File: src/rtl/rsu_pkg.sv
`default_nettype none
package rsu_pkg;
  ////////////////////////////////////////////////////////////////////////////
  // timing
  localparam int unsigned CLK_MHZ          = 25;
  localparam int unsigned NS_PER_US        = 1000;
  localparam int unsigned REQ_MIN_NS       = 250;
  // least time, so rounded up to whole cycles
  localparam int unsigned REQ_MIN_CYCLES   = (REQ_MIN_NS * CLK_MHZ + NS_PER_US - 1) / NS_PER_US;
  localparam int unsigned PIN_MIN_CYCLES   = 1;
  localparam int unsigned FILT_CNT_W       = 8;
  ////////////////////////////////////////////////////////////////////////////
  // widths
  localparam int unsigned ADDR_W           = 8;
  localparam int unsigned DATA_W           = 32;
  localparam int unsigned PAGE_W           = 24;
  localparam int unsigned TIMER_W          = 12;
  localparam int unsigned CTRL_W           = 38;
  localparam int unsigned CTRL_HI_W        = CTRL_W - DATA_W;
  localparam int unsigned WD_CNT_W         = 29;
  localparam int unsigned WD_SHIFT_DEFAULT = 17;
  localparam int unsigned CAUSE_W          = 5;
  localparam int unsigned EVT_W            = 3;
  ////////////////////////////////////////////////////////////////////////////
  // register offsets
  localparam logic [ADDR_W-1:0] REG_UPDATE_LO   = 8'h00;
  localparam logic [ADDR_W-1:0] REG_UPDATE_HI   = 8'h04;
  localparam logic [ADDR_W-1:0] REG_READBACK_LO = 8'h08;
  localparam logic [ADDR_W-1:0] REG_READBACK_HI = 8'h0C;
  localparam logic [ADDR_W-1:0] REG_CAUSE       = 8'h10;
  localparam logic [ADDR_W-1:0] REG_EVENT       = 8'h14;
  localparam logic [ADDR_W-1:0] REG_MASK        = 8'h18;
  localparam logic [ADDR_W-1:0] REG_STATE       = 8'h1C;
  localparam logic [ADDR_W-1:0] REG_WD_COUNT    = 8'h20;
  ////////////////////////////////////////////////////////////////////////////
  // event bits
  localparam int unsigned EVT_RECONFIG = 0;
  localparam int unsigned EVT_WDOG     = 1;
  localparam int unsigned EVT_USER     = 2;
  // state register bits
  localparam int unsigned ST_USER_BIT  = 0;
  localparam int unsigned ST_APP_BIT   = 1;
  localparam int unsigned ST_WD_BIT    = 2;
  ////////////////////////////////////////////////////////////////////////////
  // types
  typedef enum logic [1:0] {
    RSU_CONFIGURING,
    RSU_USER
  } rsu_phase_t;

  // bit 37 down to bit 0: timer, watchdog enable, page, application flag
  typedef struct packed {
    logic [TIMER_W-1:0] wd_timer;
    logic               wd_en;
    logic [PAGE_W-1:0]  page;
    logic               app;
  } rsu_ctrl_t;

  // bit 4 down to bit 0
  typedef struct packed {
    logic watchdog_cause_flag;
    logic ext_reload;
    logic fabric;
    logic ext_error;
    logic crc;
  } rsu_cause_t;

  localparam rsu_ctrl_t  CTRL_RESET  = '0;
  localparam rsu_cause_t CAUSE_RESET = '0;
endpackage
`default_nettype wire

File: src/rtl/rsu_reconfig_ctrl.sv
// Design decisions made here: strobed register access and the register offsets.
`timescale 1ns/1ps
`default_nettype none
module rsu_reconfig_ctrl #(
  parameter int unsigned WD_SHIFT = rsu_pkg::WD_SHIFT_DEFAULT
) (
  // clock and reset
  input  wire logic                       clk_in,
  input  wire logic                       reset_in,
  // register port
  input  wire logic [rsu_pkg::ADDR_W-1:0] addr_in,
  input  wire logic [rsu_pkg::DATA_W-1:0] wdata_in,
  input  wire logic                       write_in,
  input  wire logic                       read_in,
  output logic      [rsu_pkg::DATA_W-1:0] rdata_out,
  // requests and events from outside the clock domain
  input  wire logic                       fabric_reload_request_n_in,
  input  wire logic                       watchdog_clear_request_n_in,
  input  wire logic                       external_reload_request_n_in,
  input  wire logic                       external_error_pulse_n_in,
  input  wire logic                       crc_error_in,
  input  wire logic                       config_done_in,
  // image load control and status
  output logic                            load_start_out,
  output logic      [rsu_pkg::PAGE_W-1:0] load_page_out,
  output logic                            app_image_out,
  output logic                            user_mode_out,
  output logic                            watchdog_timeout_out,
  output logic                            watchdog_cause_flag_out,
  // interrupt
  output logic                            irq_out
);
  typedef struct packed {
    rsu_pkg::rsu_phase_t                phase;
    rsu_pkg::rsu_ctrl_t                 ctrl;
    rsu_pkg::rsu_ctrl_t                 upd;
    rsu_pkg::rsu_cause_t                cause;
    logic [rsu_pkg::WD_CNT_W-1:0]       wd_cnt;
    logic [rsu_pkg::EVT_W-1:0]          evt;
    logic [rsu_pkg::EVT_W-1:0]          mask;
    logic [rsu_pkg::DATA_W-1:0]         rdata;
    logic                               load_pend;
    logic                               load_pulse;
    logic                               tmo_pulse;
  } rsu_state_t;

  localparam rsu_state_t STATE_RESET = '{phase: rsu_pkg::RSU_CONFIGURING,
                                         ctrl: rsu_pkg::CTRL_RESET,
                                         upd: rsu_pkg::CTRL_RESET,
                                         cause: rsu_pkg::CAUSE_RESET,
                                         default: '0};

  rsu_state_t q_reg;
  rsu_state_t q_next;

  ////////////////////////////////////////////////////////////////////////////
  // input qualification
  logic fabric_hit;
  logic clear_hit;
  logic ext_reload_hit;
  logic ext_error_hit;
  logic crc_hit;
  logic done_hit;

  rsu_req_filter #(.MIN_CYCLES(rsu_pkg::REQ_MIN_CYCLES)) u_fabric (
    .clk_in  (clk_in),
    .reset_in(reset_in),
    .req_n_in(fabric_reload_request_n_in),
    .hit_out (fabric_hit)
  );
  rsu_req_filter #(.MIN_CYCLES(rsu_pkg::REQ_MIN_CYCLES)) u_clear (
    .clk_in  (clk_in),
    .reset_in(reset_in),
    .req_n_in(watchdog_clear_request_n_in),
    .hit_out (clear_hit)
  );
  rsu_req_filter #(.MIN_CYCLES(rsu_pkg::PIN_MIN_CYCLES)) u_ext_reload (
    .clk_in  (clk_in),
    .reset_in(reset_in),
    .req_n_in(external_reload_request_n_in),
    .hit_out (ext_reload_hit)
  );
  rsu_req_filter #(.MIN_CYCLES(rsu_pkg::PIN_MIN_CYCLES)) u_ext_error (
    .clk_in  (clk_in),
    .reset_in(reset_in),
    .req_n_in(external_error_pulse_n_in),
    .hit_out (ext_error_hit)
  );
  // active-high inputs are inverted ahead of the synchroniser
  rsu_req_filter #(.MIN_CYCLES(rsu_pkg::PIN_MIN_CYCLES)) u_crc (
    .clk_in  (clk_in),
    .reset_in(reset_in),
    .req_n_in(~crc_error_in),
    .hit_out (crc_hit)
  );
  rsu_req_filter #(.MIN_CYCLES(rsu_pkg::PIN_MIN_CYCLES)) u_done (
    .clk_in  (clk_in),
    .reset_in(reset_in),
    .req_n_in(~config_done_in),
    .hit_out (done_hit)
  );

  ////////////////////////////////////////////////////////////////////////////
  // helpers
  function automatic logic [rsu_pkg::DATA_W-1:0] word_of(input rsu_pkg::rsu_ctrl_t v,
                                                        input logic hi);
    logic [rsu_pkg::CTRL_W-1:0] flat;
    flat = v;
    if (hi) begin
      return rsu_pkg::DATA_W'(flat[rsu_pkg::CTRL_W-1:rsu_pkg::DATA_W]);
    end
    return flat[rsu_pkg::DATA_W-1:0];
  endfunction

  function automatic logic [rsu_pkg::WD_CNT_W-1:0] wd_load(
      input logic [rsu_pkg::TIMER_W-1:0] timer);
    logic [rsu_pkg::WD_CNT_W-1:0] t;
    t = rsu_pkg::WD_CNT_W'(timer);
    return t << WD_SHIFT;
  endfunction

  logic                running;
  logic                wd_expire;
  logic                trigger;
  logic                evt_read;
  rsu_pkg::rsu_cause_t cause_now;
  // flat view of the update register, so each half can be kept on a write
  logic [rsu_pkg::CTRL_W-1:0] upd_flat;

  // off unless app in user mode
  assign running   = (q_reg.phase == rsu_pkg::RSU_USER) && q_reg.ctrl.app && q_reg.ctrl.wd_en;
  assign wd_expire = running && (q_reg.wd_cnt == '0);
  assign evt_read  = read_in && (addr_in == rsu_pkg::REG_EVENT);
  assign upd_flat  = q_reg.upd;

  ////////////////////////////////////////////////////////////////////////////
  // cause priority
  always_comb begin
    cause_now = rsu_pkg::CAUSE_RESET;
    if (ext_reload_hit) begin
      cause_now.ext_reload = 1'b1;
    end else if (ext_error_hit) begin
      cause_now.ext_error = 1'b1;
    end else if (crc_hit) begin
      cause_now.crc = 1'b1;
    end else if (wd_expire) begin
      cause_now.watchdog_cause_flag = 1'b1;
    end else if (fabric_hit) begin
      cause_now.fabric = 1'b1;
    end
  end
  assign trigger = |cause_now;

  ////////////////////////////////////////////////////////////////////////////
  // next state
  always_comb begin
    q_next            = q_reg;
    q_next.load_pulse = q_reg.load_pend;
    q_next.load_pend  = 1'b0;
    q_next.tmo_pulse  = wd_expire;
    q_next.rdata      = '0;

    if (trigger) begin
      q_next.cause     = cause_now;
      q_next.load_pend = 1'b1;
      q_next.phase     = rsu_pkg::RSU_CONFIGURING;
      q_next.ctrl      = cause_now.fabric ? q_reg.upd : rsu_pkg::CTRL_RESET;
    end else begin
      case (q_reg.phase)
        rsu_pkg::RSU_CONFIGURING: begin
          if (done_hit && !q_reg.load_pend) begin
            q_next.phase = rsu_pkg::RSU_USER;
          end
        end
        rsu_pkg::RSU_USER: begin
        end
        default: begin
          q_next.phase = rsu_pkg::RSU_CONFIGURING;
        end
      endcase
    end

    if (trigger || q_reg.phase != rsu_pkg::RSU_USER) begin
      q_next.wd_cnt = wd_load(q_reg.ctrl.wd_timer);
    end else if (running && clear_hit) begin
      q_next.wd_cnt = wd_load(q_reg.ctrl.wd_timer);
    end else if (running) begin
      q_next.wd_cnt = q_reg.wd_cnt - rsu_pkg::WD_CNT_W'(1);
    end

    // update register is writable only from the factory image
    if (write_in && !q_reg.ctrl.app) begin
      if (addr_in == rsu_pkg::REG_UPDATE_LO) begin
        q_next.upd = rsu_pkg::rsu_ctrl_t'({upd_flat[rsu_pkg::CTRL_W-1:rsu_pkg::DATA_W],
                                           wdata_in});
      end else if (addr_in == rsu_pkg::REG_UPDATE_HI) begin
        q_next.upd = rsu_pkg::rsu_ctrl_t'({wdata_in[rsu_pkg::CTRL_HI_W-1:0],
                                           upd_flat[rsu_pkg::DATA_W-1:0]});
      end
    end
    if (write_in && addr_in == rsu_pkg::REG_MASK) begin
      q_next.mask = wdata_in[rsu_pkg::EVT_W-1:0];
    end

    // read clears events, a same-cycle event still sets
    q_next.evt = evt_read ? '0 : q_reg.evt;
    q_next.evt[rsu_pkg::EVT_RECONFIG] = q_next.evt[rsu_pkg::EVT_RECONFIG] | trigger;
    q_next.evt[rsu_pkg::EVT_WDOG]     = q_next.evt[rsu_pkg::EVT_WDOG] | wd_expire;
    q_next.evt[rsu_pkg::EVT_USER]     = q_next.evt[rsu_pkg::EVT_USER] |
                                        (!trigger && done_hit && !q_reg.load_pend &&
                                         q_reg.phase == rsu_pkg::RSU_CONFIGURING);

    if (read_in) begin
      case (addr_in)
        rsu_pkg::REG_UPDATE_LO:   q_next.rdata = word_of(q_reg.upd, 1'b0);
        rsu_pkg::REG_UPDATE_HI:   q_next.rdata = word_of(q_reg.upd, 1'b1);
        rsu_pkg::REG_READBACK_LO: q_next.rdata = word_of(q_reg.ctrl.app ? q_reg.ctrl : q_reg.upd,
                                                         1'b0);
        rsu_pkg::REG_READBACK_HI: q_next.rdata = word_of(q_reg.ctrl.app ? q_reg.ctrl : q_reg.upd,
                                                         1'b1);
        rsu_pkg::REG_CAUSE:       q_next.rdata = rsu_pkg::DATA_W'(q_reg.cause);
        rsu_pkg::REG_EVENT:       q_next.rdata = rsu_pkg::DATA_W'(q_reg.evt);
        rsu_pkg::REG_MASK:        q_next.rdata = rsu_pkg::DATA_W'(q_reg.mask);
        rsu_pkg::REG_STATE: begin
          q_next.rdata[rsu_pkg::ST_USER_BIT] = (q_reg.phase == rsu_pkg::RSU_USER);
          q_next.rdata[rsu_pkg::ST_APP_BIT]  = q_reg.ctrl.app;
          q_next.rdata[rsu_pkg::ST_WD_BIT]   = running;
        end
        rsu_pkg::REG_WD_COUNT:    q_next.rdata = rsu_pkg::DATA_W'(q_reg.wd_cnt);
        default:                  q_next.rdata = '0;
      endcase
    end
  end

  always_ff @(posedge clk_in) begin
    if (reset_in) begin
      q_reg <= STATE_RESET;
    end else begin
      q_reg <= q_next;
    end
  end

  ////////////////////////////////////////////////////////////////////////////
  // outputs
  assign rdata_out               = q_reg.rdata;
  assign load_start_out          = q_reg.load_pulse;
  assign load_page_out           = q_reg.ctrl.page;
  assign app_image_out           = q_reg.ctrl.app;
  assign user_mode_out           = (q_reg.phase == rsu_pkg::RSU_USER);
  assign watchdog_timeout_out    = q_reg.tmo_pulse;
  assign watchdog_cause_flag_out = q_reg.cause.watchdog_cause_flag;
  // level output, drops when the event register is read
  assign irq_out                 = |(q_reg.evt & q_reg.mask);
endmodule
`default_nettype wire

File: src/rtl/rsu_req_filter.sv
`timescale 1ns/1ps
`default_nettype none
module rsu_req_filter #(
  parameter int unsigned MIN_CYCLES = 1
) (
  // clock and reset
  input  wire logic clk_in,
  input  wire logic reset_in,
  // request pin, active low
  input  wire logic req_n_in,
  // one-cycle pulse once the request has been held long enough
  output logic      hit_out
);
  localparam logic [rsu_pkg::FILT_CNT_W-1:0] CNT_LAST = rsu_pkg::FILT_CNT_W'(MIN_CYCLES - 1);

  typedef struct packed {
    logic                          meta;
    logic                          sync;
    logic [rsu_pkg::FILT_CNT_W-1:0] held;
    logic                          fired;
    logic                          hit;
  } rsu_filt_state_t;

  localparam rsu_filt_state_t FILT_RESET = '{meta: 1'b1, sync: 1'b1, held: '0,
                                             fired: 1'b0, hit: 1'b0};

  rsu_filt_state_t q_reg;
  rsu_filt_state_t q_next;

  ////////////////////////////////////////////////////////////////////////////
  // sync then width
  always_comb begin
    q_next      = q_reg;
    q_next.meta = req_n_in;
    q_next.sync = q_reg.meta;
    q_next.hit  = 1'b0;
    if (q_reg.sync) begin
      q_next.held  = '0;
      q_next.fired = 1'b0;
    end else if (!q_reg.fired) begin
      if (q_reg.held == CNT_LAST) begin
        q_next.fired = 1'b1;
        q_next.hit   = 1'b1;
      end else begin
        q_next.held = q_reg.held + rsu_pkg::FILT_CNT_W'(1);
      end
    end
  end

  always_ff @(posedge clk_in) begin
    if (reset_in) begin
      q_reg <= FILT_RESET;
    end else begin
      q_reg <= q_next;
    end
  end

  assign hit_out = q_reg.hit;
endmodule
`default_nettype wire

File: config.mk
export PLATFORM = sky130hd
export DESIGN_NAME = rsu_reconfig_ctrl
export DESIGN_NICKNAME = d
export VERILOG_FILES = /design/src/rtl/rsu_pkg.sv /design/src/rtl/rsu_reconfig_ctrl.sv /design/src/rtl/rsu_req_filter.sv
export SDC_FILE = /design/constraint.sdc
export NUM_CORES = 1
export LEC_CHECK = 0
export ABC_AREA = 1
export ABC_CLOCK_PERIOD_IN_PS = 2000
export BUFFER_PORTS_ARGS = -buffer_cell sky130_fd_sc_hd__buf_2
export CAP_MARGIN = 40
export CORE_MARGIN = 1.5
export CORE_UTILIZATION = 47
export DETAILED_ROUTE_END_ITERATION = 16
export PLACE_DENSITY = 0.63
export SLEW_MARGIN = 20
export SYNTH_ARGS = -nofsm -noshare
export SYNTH_HDL_FRONTEND = slang
export SYNTH_SLANG_ARGS = --single-unit
File: constraint.sdc
create_clock -name clk_in -period 2 [get_ports clk_in]
set_input_delay 0.4 -clock clk_in [delete_from_list [all_inputs] [get_ports clk_in]]
set_output_delay 0.4 -clock clk_in [all_outputs]
set_load 0.03 [all_outputs]
# == After elaboration in Yosys (flattened, before gate mapping) ==
# Index checks and enable logic that the tools add are counted.
# op_classes
add_sub_neg,7
n_eq_ne,13
n_mux,43
n_bitwise,21
n_reduce_logical,49
# op_table
op,n
$pmux 29 s6,1
$mux 32,3
$mux 29,3
$mux 38,2
$add 8x1->8 const B,6
$logic_not 8->1,5
$eq 8x5->1 const B,4
$logic_not 29->1,1
$sub 29x1->29 const B,1
$pmux 3 s9,1
$mux 2,13
$eq 8x3->1 const B,3
$reduce_or 3->1,8
$mux 1,17
$not 1->1,17
$eq 8x4->1 const B,2
$reduce_and 2->1,8
$reduce_or 2->1,7
$logic_and 1x1->1,11
$eq 8x6->1 const B,1
$mux 3,2
$reduce_or 6->1,1
$reduce_or 5->1,1
$pmux 2 s2,1
other kinds (10),14
# word_totals
regBits,225
in_bits,50
out_inout_bits,62
word_cells,186

# == Longest topological paths before layout ==
# Gate-level depths: netlist (run 1).
# depth
ltp_word,14
depth_mapped,15
ltp_nobuf,15

# == Cells and area by module ==
# From an unflattened synthesis (run 1), not the netlist that was laid out.
# hier_totals
hier_cells,1552
hier_area_um2,10989.3
# modules_own_cells
module,n_inst,cells_per_inst,area_each_um2,seq_area_each_um2
rsu_reconfig_ctrl,1,1066,7395.8,3042.9
rsu_req_filter at u_crc ...,4,81,603.1,240.2
rsu_req_filter at u_clear ...,2,81,590.6,240.2

# == Least setup slack after synthesis (run 1) ==
# Ideal clock, no wire load.
# synth_path
path_kind,reg-to-reg
start,register q_reg (netlist bit app_image_out)
end,register q_reg (netlist bit load_page_out[10])
setup_time_ps,132
arrival_time_ps,1722
required_time_ps,1868
path_slack_ps,146
path_stages_with_launch,13
n_path_buf,3
synth_period_minus_slack_ps,1854
cell_sequence,dfxtp_1 -> clkbuf_1 -> nand3_2 -> nor2_2 -> nand2_2 -> nor2_4 -> nor2_4 -> nand2_2 -> inv_2 -> buf_6 -> buf_6 -> nand2_1 -> a21oi_1
# synth_between
elab_chain_cells,8
word_cells_on_any_way,13
classes_between,9 x mux; 4 x reduce/logical
# synth_rtl
element,line,rtl
from (decl),rsu_reconfig_ctrl.sv:53,rsu_state_t q_reg;
from (signal assigned),rsu_reconfig_ctrl.sv:239,q_reg <= q_next;
$logic_and 1x1->1 * (2 in series),rsu_reconfig_ctrl.sv:131,assign running = (q_reg.phase == rsu_pkg::RSU_USER) && q_reg.ctrl.app && q_reg.ctrl.wd_en;
$logic_and 1x1->1 *,rsu_reconfig_ctrl.sv:132,assign wd_expire = running && (q_reg.wd_cnt == '0);
$mux 1,rsu_reconfig_ctrl.sv:146,end else if (wd_expire) begin
$mux 1,rsu_reconfig_ctrl.sv:144,end else if (crc_hit) begin
$mux 1,rsu_reconfig_ctrl.sv:142,end else if (ext_error_hit) begin
$mux 3 / $mux 1 (equally long branches),rsu_reconfig_ctrl.sv:140,if (ext_reload_hit) begin
$reduce_or 5->1 / $mux 38 (equally long branches),"rsu_reconfig_ctrl.sv:152, rsu_reconfig_ctrl.sv:167",
# Mark *: on every way between the ends. The rest lies on a longest branch, timed or not.
# A chain may end at the register's enable or synchronous reset.

# == Final worst setup path (run 1) ==
# layout_path
start,register q_reg[42] (netlist bit)
end,register q_reg[41] (netlist bit)
# layout_between
elab_chain_cells,9
word_cells_on_any_way,13
classes_between,8 x mux; 5 x reduce/logical
# layout_rtl
element,line,rtl
$logic_not 29->1 *,rsu_reconfig_ctrl.sv:132,
$logic_and 1x1->1 *,rsu_reconfig_ctrl.sv:132,
$mux 1,rsu_reconfig_ctrl.sv:146,
$mux 1,rsu_reconfig_ctrl.sv:144,
$mux 1,rsu_reconfig_ctrl.sv:142,
$mux 3 / $mux 1 (equally long branches),rsu_reconfig_ctrl.sv:140,
$reduce_or 5->1 *,rsu_reconfig_ctrl.sv:152,assign trigger = |cause_now;
$logic_or 1x1->1 *,rsu_reconfig_ctrl.sv:183,if (trigger || q_reg.phase != rsu_pkg::RSU_USER) begin
$reduce_or 3->1 (no source line) *,--,
# Marks and branches as above.

==> run summary, run 1 <==
Fmax = 531 MHz
Hold crit path type = input pin to register
Worst-Skew Late Latency = 520 ps
Syn Nets = 1534
Worst Hold Launch = crc_error_in
Max clock buf depth = 3
Drt total wl = 28100 um
FILL cells = 2166
Status = complete, no violations
LEAKAGE = 5.13 nW
Overall Power = 0.00929 W
GPL Wtd Cong = 0.930
Cells after Synth = 1470
Largest net degree at the start of global routing = 61
Vias = 9509
Initial Util = 47.9%
IO buf count = 111
Post-route cell area = 12100 um^2
CTS H-Tree Depth = 1
Core Box Area = 21900 um^2
Multiplexer share of the synthesized area = 0%
RSZ-0062 raised after global routing = yes
Area after DPL = 11200 um^2
Setup TNS = 0 ps
Final setup vio count = 0
TritonCTS Sinks = 224
Top cell type's share of synthesized area = 42.7%
Post-Synth XOR/XNOR Area = 1.34%
Synth top area cells = dfxtp_1 43%, nand2_1 11%, a21oi_1 6.7%
Highest net fanout along the worst path = 17
Wire per inst = 15.2 um
Synth top cells by count = 302 x nand2_1, 224 x dfxtp_1, 177 x inv_1, 165 x nor2_1, 140 x a21oi_1
Most frequent cell after synthesis = nand2_1
Area Growth Syn to Fin = 14.9%
Data arrival, critical path = 2310 ps
DR vias/cell = 5.13
Final Hold Viols = 0
Max-slew violation count = 0
Diode count = 0
Clock slew at reported path FFs = 60 ps
# hold bufs at CTS = 0
Synth area leader = dfxtp_1
Number of synthesized flops with an enable pin = 0
Drt pass-1 iters = 6
Mapped cell area = 10500 um^2
FF+latch area = 4490 um^2
Crit share post-route = 94.1%
Setup Skew = 16.2 ps
Syn avg cell area = 7.14 um^2
Row count = 54
Critical Path End Type = register
R2R Path Start = q_reg[42]
Synth Flop Type = dfxtp_1
Gr usage total = 23.5%
GR Overflow Total = 0
Clock Root Buffer = clkbuf_16
Antenna viol nets, final = 0
CTS Buf Count = 25
TritonCTS clock tree = yes
Synth Area in Simple Gates = 27.3%
Die area = 23200 um^2
Die H = 152 um
Crit Path Category = register to register
Seq cells post-synth = 224
Compound-Gate Fraction of Synth Area = 14.1%
PwrDens = 770 nW/um^2
Post-synthesis sequential area ratio = 42.7%
Worst Setup SP = q_reg[42]
IO Count = 112
Post-Synth Adder-Cell Area = 1.67%
Vias in the first global route = 8843
Main combinational cell family by area after synthesis = simple AND/OR/NAND/NOR gates
Core Util, Final = 55.1%
Final #Nets = 1622
Synth cell types = 39
Max reg flops = 91
Layout cells sized above 1 = 15.9%
Area of the multi-input gates = 4670 um^2
Initial DRC count = 652
Hold Slack = 38.7 ps
Ys async rst share = 0%
Crit start category = register
Final worst path period need = 1880 ps
Die width = 152 um
Yosys warnings = 0
Residual DRC count = 0
Post-DP HPWL = 20100 um
Worst rel slew slack = 70.6%
Worst-Margin Slew = 440 ps
Critical Path RT = 2430 ps
Antenna violations before repair = 0
First-pass GRT wire length = 45100 um
# Max-Cap Violations = 0
Worst VDD drop = 0.598 mV
==> per-stage QoR <==
| stage | setup WS, ps | cells |
|---|---|---|
| floorplan | 146 | 1470 |
| global placement | 123 | 1807 |
| detailed placement | 55.5 | 1807 |
| CTS | 140 | 1850 |
| global route | -14.4 | 1854 |
| finish | 118 | 1854 |
==> final timing paths <==
kind | end | slack (ps) | cells after the start
max | q_reg[41] | 120 | 13
min | u_crc.q_next[10] | 40 | 2
max reg2reg | q_reg[41] | 120 | 13
min reg2reg | u_fabric.q_reg[10] | 410 | 1
==> cell families after synthesis <==
family / count (synthesis)
buffers and inverters: 291
AND/OR/NAND/NOR: 653
AO/OA/AOI/OAI: 272
flip-flops: 224
adder cells (fa/ha/maj): 14
XOR/XNOR: 16
==> cell type report <==
cell class,instances,area share [%]
multi-input cells,955,38.7
flip-flops and latches,224,37.2
clock buffers,37,5.98
inverters,184,5.75
repair buffers,168,8.88
clock inverters,6,0.540
well taps,280,2.91
==> worst max-delay path, cell delays in order, from the launching register on <==
cell and delay, ps:
dfxtp_1 370, inv_1 120, ha_1 190, inv_1 50
nor2_1 30, nand2_1 50, nor2_1 40, nand2_2 80
inv_1 70, nand2_4 100, nand4_4 120, nor2_4 200
nand2_4 170, nor3b_1 200
==> routing by layer <==
| metal | global-route usage [%] | wire [um] |
|---|---|---|
| met1 | 31.8 | 12800 |
| met2 | 38.7 | 12900 |
| met3 | 2.59 | 1340 |
| met4 | 9.11 | 1080 |
| met5 | 0 | 0 |
==> cell usage in the layout, fill, tap and decap left out, types with 2 or more instances in the layout <==
cell | synthesis | final
o21ai_0 | 95 | 95
dfxtp_1 | 224 | 223
o221ai_1 | 19 | 19
nand4_1 | 18 | 18
buf_2 | 12 | 111
nor3_1 | 27 | 27
clkbuf_16 | 0 | 26
a31o_2 | 2 | 2
nand4_4 | 1 | 2
buf_12 | 0 | 5
xor2_1 | 13 | 13
nor3b_1 | 12 | 12
clkbuf_8 | 0 | 5
or2_2 | 13 | 13
clkinv_1 | 2 | 2
clkbuf_1 | 32 | 7
clkinv_2 | 0 | 3
a211oi_1 | 3 | 3
o211ai_1 | 6 | 6
xnor2_1 | 3 | 3
o22ai_1 | 2 | 2
a31oi_1 | 3 | 3
nand3_1 | 86 | 85
nor2_1 | 165 | 164
nand2_2 | 4 | 5
nor2_2 | 6 | 7
buf_6 | 5 | 2
nor4_1 | 8 | 8
inv_2 | 5 | 4
nand2_4 | 2 | 2
inv_1 | 177 | 177
nand2_1 | 302 | 301
buf_4 | 57 | 49
ha_1 | 14 | 13
nand3_2 | 1 | 2
nor2_4 | 5 | 5
a21oi_1 | 140 | 140
==> power breakdown <==
part	leakage, nW	internal (W)	switching (W)
logic	2.93	0.000138	0.000234
clock network	0.389	0.00262	0.00179
registers	1.81	0.00449	0.0000160
total	5.13	0.00725	0.00204
==> timing repair <==
item                                   in CTS  in global routing
endpoints found under the hold margin       0                  0
gates resized for setup                     0                  7
setup buffers                               0                  3
setup endpoints to repair                   0                 19
(Power assumes the default switching activity.)
==> run 2, diff against run 1 <==
- REMOVE_ABC_BUFFERS: unset -> 1
==> run 2 against run 1 <==
- clock skew fell by 7.1 ps
- critical endpoint unchanged
- die area unchanged
- fmax rose by 2.3%
- cell area is 1.6% higher
- combinational power shrank 3%
- largest cell class unchanged
- clock power grew 19%
- non-clock buffer count increased by 4
- total power rose by 8.9%
- cell count rose by 0.32%
- first-iteration DRC count fell by 22%
- utilization increased by 0.86 points
- global-route usage shrank 0.36 points
==> run summary, run 2 (synthesized netlist as in run 1, its figures left out) <==
Worst-Margin Slew = 516 ps (+76.6 ps)
Area Growth Syn to Fin = 16.7%
Worst rel slew slack = 65.5% (-5.1 points)
Final worst path period need = 1840 ps (-42.7 ps)
First-pass GRT wire length = 44800 um (-0.58%)
GR Overflow Total = 0 (unchanged)
Most frequent cells in the layout = 300 x nand2_1, 223 x dfxtp_1, 177 x inv_1, 162 x nor2_1, 139 x a21oi_1
Clock slew at reported path FFs = 60 ps (about the same)
Seq pwr share = 44.6% (-3.9 points)
Diode count = 0 (unchanged)
Row count = 54 (unchanged)
IO Count = 112 (unchanged)
Initial DRC count = 506 (-22%)
# Max-Cap Violations = 0 (unchanged)
Layout cells sized above 1 = 16.7% (+0.76 points)
RSZ-0062 raised after global routing = yes
Drt total wl = 27200 um (-3.2%)
Vias = 9552 (+0.45%)
Largest net degree at the start of global routing = 49 (-20%)
Pint = 0.00801 W (+10%)
Highest net fanout along the worst path = 17 (unchanged)
Crit start category = register
Area after DPL = 11300 um^2 (+0.58%)
Net Sw Frac = 20.8% (-1.2 points)
Final Hold Viols = 0 (unchanged)
Commonest non-fill, non-tap cell in the layout = nand2_1
Final setup vio count = 0 (unchanged)
Core Box Area = 21900 um^2 (unchanged)
Switching pwr = 0.00211 W (+3.2%)
Drt pass-1 iters = 5 (-1)
Critical Path End Type = register
TritonCTS Sinks = 224 (unchanged)
# placed instances = 1813 (+0.33%)
# hold bufs at CTS = 0 (unchanged)
Cell Count, Final, Fillers Out = 1860 (+0.32%)
Max clock buf depth = 3 (unchanged)
Die H = 152 um (unchanged)
Combinational Power Share = 3.6% (-0.4 points)
Worst VDD drop = 0.672 mV (+12%)
Wire per inst = 14.6 um (-3.5%)
Status = complete, no violations
Critical Path RT = 2440 ps (about the same)
Antenna violations before repair = 2 (+2)
DR vias/cell = 5.14 (+0.13%)
Post-route cell area = 12200 um^2 (+1.6%)
Worst-Skew Late Latency = 520 ps (about the same)
Vias in the first global route = 9168 (+3.7%)
Crit Path Category = register to register
Setup Skew = 9.08 ps (-7.12 ps)
Clock share of power = 51.9% (+4.4 points)
R2R depth = 13 (unchanged)
Hold crit path type = input pin to register
Cell depth of the worst hold path = 2 (unchanged)
CTS Buf Count = 25 (unchanged)
GPL Wtd Cong = 0.915 (-1.6%)
CTS H-Tree Depth = 1 (unchanged)
Max reg flops = 91 (unchanged)
Die area = 23200 um^2 (unchanged)
IO buf count = 111 (unchanged)
PwrDens = 826 nW/um^2 (+7.2%)
Initial Util = 47.9% (unchanged)
Antenna viol nets, final = 0 (unchanged)
Final #Nets = 1626 (+0.25%)
Gr usage total = 23.2% (-0.36 points)
Die width = 152 um (unchanged)
Fmax = 544 MHz (+2.3%)
Residual DRC count = 0 (unchanged)
LEAKAGE = 5.22 nW (+1.9%)
Crit share post-route = 92.0% (-2.1 points)
Data arrival, critical path = 2280 ps (-30 ps)
TritonCTS clock tree = yes
Max-slew violation count = 0 (unchanged)
Clock Root Buffer = clkbuf_16
Post-DP HPWL = 19400 um (-3.9%)
[run 2: repair_timing]
item	CTS	global route
resized for setup	0	6
endpoints found under the setup margin	0	20
buffers inserted	0	2
[run 2: layout make-up]
class                      count  area (um^2)
clock buffer                  33          706
timing repair buffer         172         1090
multi-input combinational    955         4680
tap                          280          350
fill                        2173         9640
sequential                   224         4490
inverter                     184          691
clock inverter                12          241
[run 2: per-layer routing]
layer	global-route usage [%]	wire, um	vias to the layer above
li1	-	-	4884
met1	29.4	12100	4390
met2	39.9	12800	225
met3	4.24	1570	51
met4	7.33	759	2
met5	0	12	-
[run 2: through the flow]
step | hold WS, ps | setup TNS, ps | power [W] | util (%) | worst slack [ps]
after floorplan | 389 | -95690 | 0.00477 | - | -889
after global placement | 391 | -3860 | 0.00496 | 51.4 | -254
after detailed placement | 393 | 0 | 0.00496 | 51.4 | 53.8
after CTS | 28.9 | 0 | 0.0102 | 55.8 | 124
after global routing | 41.3 | -54.9 | 0.0104 | 55.9 | -27.2
final | 44.5 | 0 | 0.0101 | 55.9 | 161
[run 2: final timing paths]
check | start | endpoint | slack [ps]
setup reg to reg | q_reg[42] | q_reg[41] | 160
hold reg to reg | u_ext_error.q_next[10] | u_ext_error.q_reg[10] | 410
setup / recovery | q_reg[42] | q_reg[41] | 160
hold / removal | config_done_in | u_done.q_next[10] | 40
[run 2: critical path, stage by stage, from the launching register on]
cell and delay [ps]:
dfxtp_1 340, inv_1 100, ha_1 200, inv_1 50
nor2_1 30, nand2_1 50, nor2_1 40, nand2_2 90
inv_1 70, nand2_4 100, nand4_4 140, nor2_4 190
nand2_4 160, nor3b_1 190
[run 2: power by group through the flow]
| stage | clock (W) | combinational (W) | sequential (W) |
|---|---|---|---|
| 2_1_floorplan | 0 | 0.000167 | 0.00460 |
| 3_3_place_gp | 0 | 0.000356 | 0.00460 |
| 3_5_place_dp | 0 | 0.000359 | 0.00460 |
| 4_1_cts | 0.00533 | 0.000362 | 0.00450 |
| 5_1_grt | 0.00553 | 0.000404 | 0.00451 |
| 6_report | 0.00524 | 0.000362 | 0.00450 |
==> run 3, diff against run 2 <==
- CTS_BUF_LIST: unset -> sky130_fd_sc_hd__clkbuf_2
- SKIP_LAST_GASP: unset -> 1
==> run 3 against run 2 <==
- utilization up 0.17 points
- total power down 23%
- global-route usage up 0.39 points
- critical endpoint is now irq_out
- hold slack better by 120 ps
- critical path depth down 10
- combinational power up 20%
- largest power group is now sequential cells
- wire length up 2.1%
- clock power down 45%
- cell area up 0.30%
==> run summary, run 3 (synthesized netlist as in run 1, its figures left out) <==
Layout cells sized above 1 = 19.0% (+2.3 points)
Final Hold Viols = 0 (unchanged)
Worst VDD drop = 0.410 mV (-39%)
Crit-path leading delay family = flip-flops
Worst-Margin Slew = 510 ps (-5.85 ps)
Residual DRC count = 0 (unchanged)
Max-slew violation count = 0 (unchanged)
Post-route cell area = 12300 um^2 (+0.30%)
Overall Power = 0.00781 W (-23%)
Drt pass-1 iters = 5 (unchanged)
Post-DP HPWL = 19400 um (unchanged)
Pint = 0.00575 W (-28%)
Data arrival, critical path = 1590 ps (-690 ps)
R2R depth = 15 (+2)
PwrDens = 636 nW/um^2 (-23%)
Worst Hold Launch = addr_in[2]
Max reg flops = 91 (unchanged)
Setup TNS = 0 ps (unchanged)
Row count = 54 (unchanged)
R2R Path Start = q_reg[41]
Setup Skew = 39.1 ps (+30.0 ps)
Combinational Power Share = 5.6% (+2.0 points)
Final setup vio count = 0 (unchanged)
Seq pwr share = 57.6% (+13 points)
Worst-Skew Late Latency = 840 ps (+320 ps)
Area Growth Syn to Fin = 17.0%
Worst rel slew slack = 65.9% (+0.39 points)
Cell Count, Final, Fillers Out = 1956 (+5.2%)
Die width = 152 um (unchanged)
Commonest non-fill, non-tap cell in the layout = nand2_1
Critical Path End Type = output port
IO buf count = 111 (unchanged)
Setup WS pre-CTS = 53.8 ps (unchanged)
Cell depth of the worst hold path = 6 (+4)
Initial Util = 47.9% (unchanged)
Switching pwr = 0.00206 W (-2.0%)
Antenna violations before repair = 2 (unchanged)
Slowest cell delay on critical path = 340 ps (about the same)
Area after DPL = 11300 um^2 (unchanged)
Die H = 152 um (unchanged)
First-pass GRT wire length = 45500 um (+1.6%)
Final #Nets = 1707 (+5.0%)
Vias in the first global route = 9638 (+5.1%)
IO Count = 112 (unchanged)
Worst setup margin = 6.40 ps (-154 ps)
Max clock buf depth = 3 (unchanged)
Fmax = 502 MHz (-7.7%)
TritonCTS clock tree = yes
GR Overflow Total = 0 (unchanged)
Gr usage total = 23.6% (+0.39 points)
GPL Wtd Cong = 0.915 (unchanged)
CP bufs+invs = 2 (-1)
Core Box Area = 21900 um^2 (unchanged)
CP Cell Sequence = inv_2 -> o211ai_1 -> buf_4
Critical Path RT = 1600 ps (-840 ps)
# Max-Cap Violations = 0 (unchanged)
Vias = 9908 (+3.7%)
# placed instances = 1813 (unchanged)
Status = complete, no violations
Die area = 23200 um^2 (unchanged)
Hold crit path type = input pin to register
RSZ-0062 raised after global routing = yes
Crit start category = register
CTS Buf Count = 58 (+130%)
R2r endpoint = load_page_out[2]
Final worst path period need = 1990 ps (+154 ps)
LEAKAGE = 5.31 nW (+1.7%)
Drt total wl = 27800 um (+2.1%)
DR vias/cell = 5.07 (-1.4%)
Most frequent cells in the layout = 300 x nand2_1, 220 x dfxtp_1, 173 x inv_1, 163 x nor2_1, 139 x a21oi_1
Initial DRC count = 488 (-3.6%)
Antenna viol nets, final = 0 (unchanged)
Critical Path Slowest Stage Cell = dfxtp_2
Clock share of power = 36.8% (-15 points)
Net Sw Frac = 26.4% (+5.6 points)
Crit share post-route = 99.7% (+7.7 points)
Hold Crit Endpoint = q_reg[36]
Clock slew at reported path FFs = 90 ps (+30 ps)
TritonCTS Sinks = 224 (unchanged)
Highest net fanout along the worst path = 2 (-15)
Clock Root Buffer = clkbuf_2
Crit Path Category = register to output port
Flop2flop setup slack = 150 ps (about the same)
Largest net degree at the start of global routing = 49 (unchanged)
CTS H-Tree Depth = 2 (+1)
Wire per inst = 14.2 um (-2.9%)
[run 3: per-layer routing]
metal  vias to the layer above  global-route usage (%)  routed length (um)  part of all wire (%)
li1                       5061                       -                   -                     -
met1                      4536                    29.0               12200                    44
met2                       266                    40.7               13300                    48
met3                        45                    5.20                1710                   6.2
met4                         0                    8.15                 578                   2.1
met5                         -                       0                   0                     0
[run 3: stage by stage]
step	hold WS (ps)	util, %
after floorplan	389	-
after global placement	391	51.4
after detailed placement	393	51.4
after CTS	79.1	55.6
after global routing	138	56.1
final	160	56.1
[run 3: worst max-delay path by stage]
| stage | from | to | slack [ps] | cells past startpoint |
|---|---|---|---|---|
| after detailed placement | addr_in[1] | q_reg[108] | 50 | 10 |
| after floorplan | app_image_out | rdata_out[25] | -890 | 7 |
| after global placement | addr_in[4] | rdata_out[25] | -250 | 12 |
| after global routing | q_reg[38] | irq_out | -140 | 3 |
| final | q_reg[38] | irq_out | 6 | 3 |
| after CTS | q_reg[38] | irq_out | -90 | 3 |
[run 3: repair_timing]
item | in CTS | in global routing
endpoints found under the setup margin | 3 | 20
pin swaps | 1 | 2
gates resized for setup | 9 | 15
hold buffers | 42 | 0
hold endpoints to repair | 68 | 0
cloned | 0 | 1
setup buffers | 1 | 6
[run 3: power groups by stage]
stage | Combinational [W] | Sequential, W | Clock, W
after global routing | 0.000479 | 0.00451 | 0.00322
after floorplan | 0.000167 | 0.00460 | 0
after CTS | 0.000427 | 0.00450 | 0.00299
final | 0.000434 | 0.00450 | 0.00288
after detailed placement | 0.000359 | 0.00460 | 0
after global placement | 0.000356 | 0.00460 | 0
[run 3: worst min-delay path, stage by stage]
cell and delay (ps):
buf_2 110, buf_4 110, nor3_1 40, buf_4 140
nand3_1 60, a21oi_1 60
[run 3: layout make-up]
type,count,area (um^2)
sequential,224,4490
antenna,1,2.50
fill,2215,9610
inverter,184,691
timing repair buffer,220,1610
tap,280,350
clock buffer,81,405
multi-input combinational,955,4690
clock inverter,11,46.3
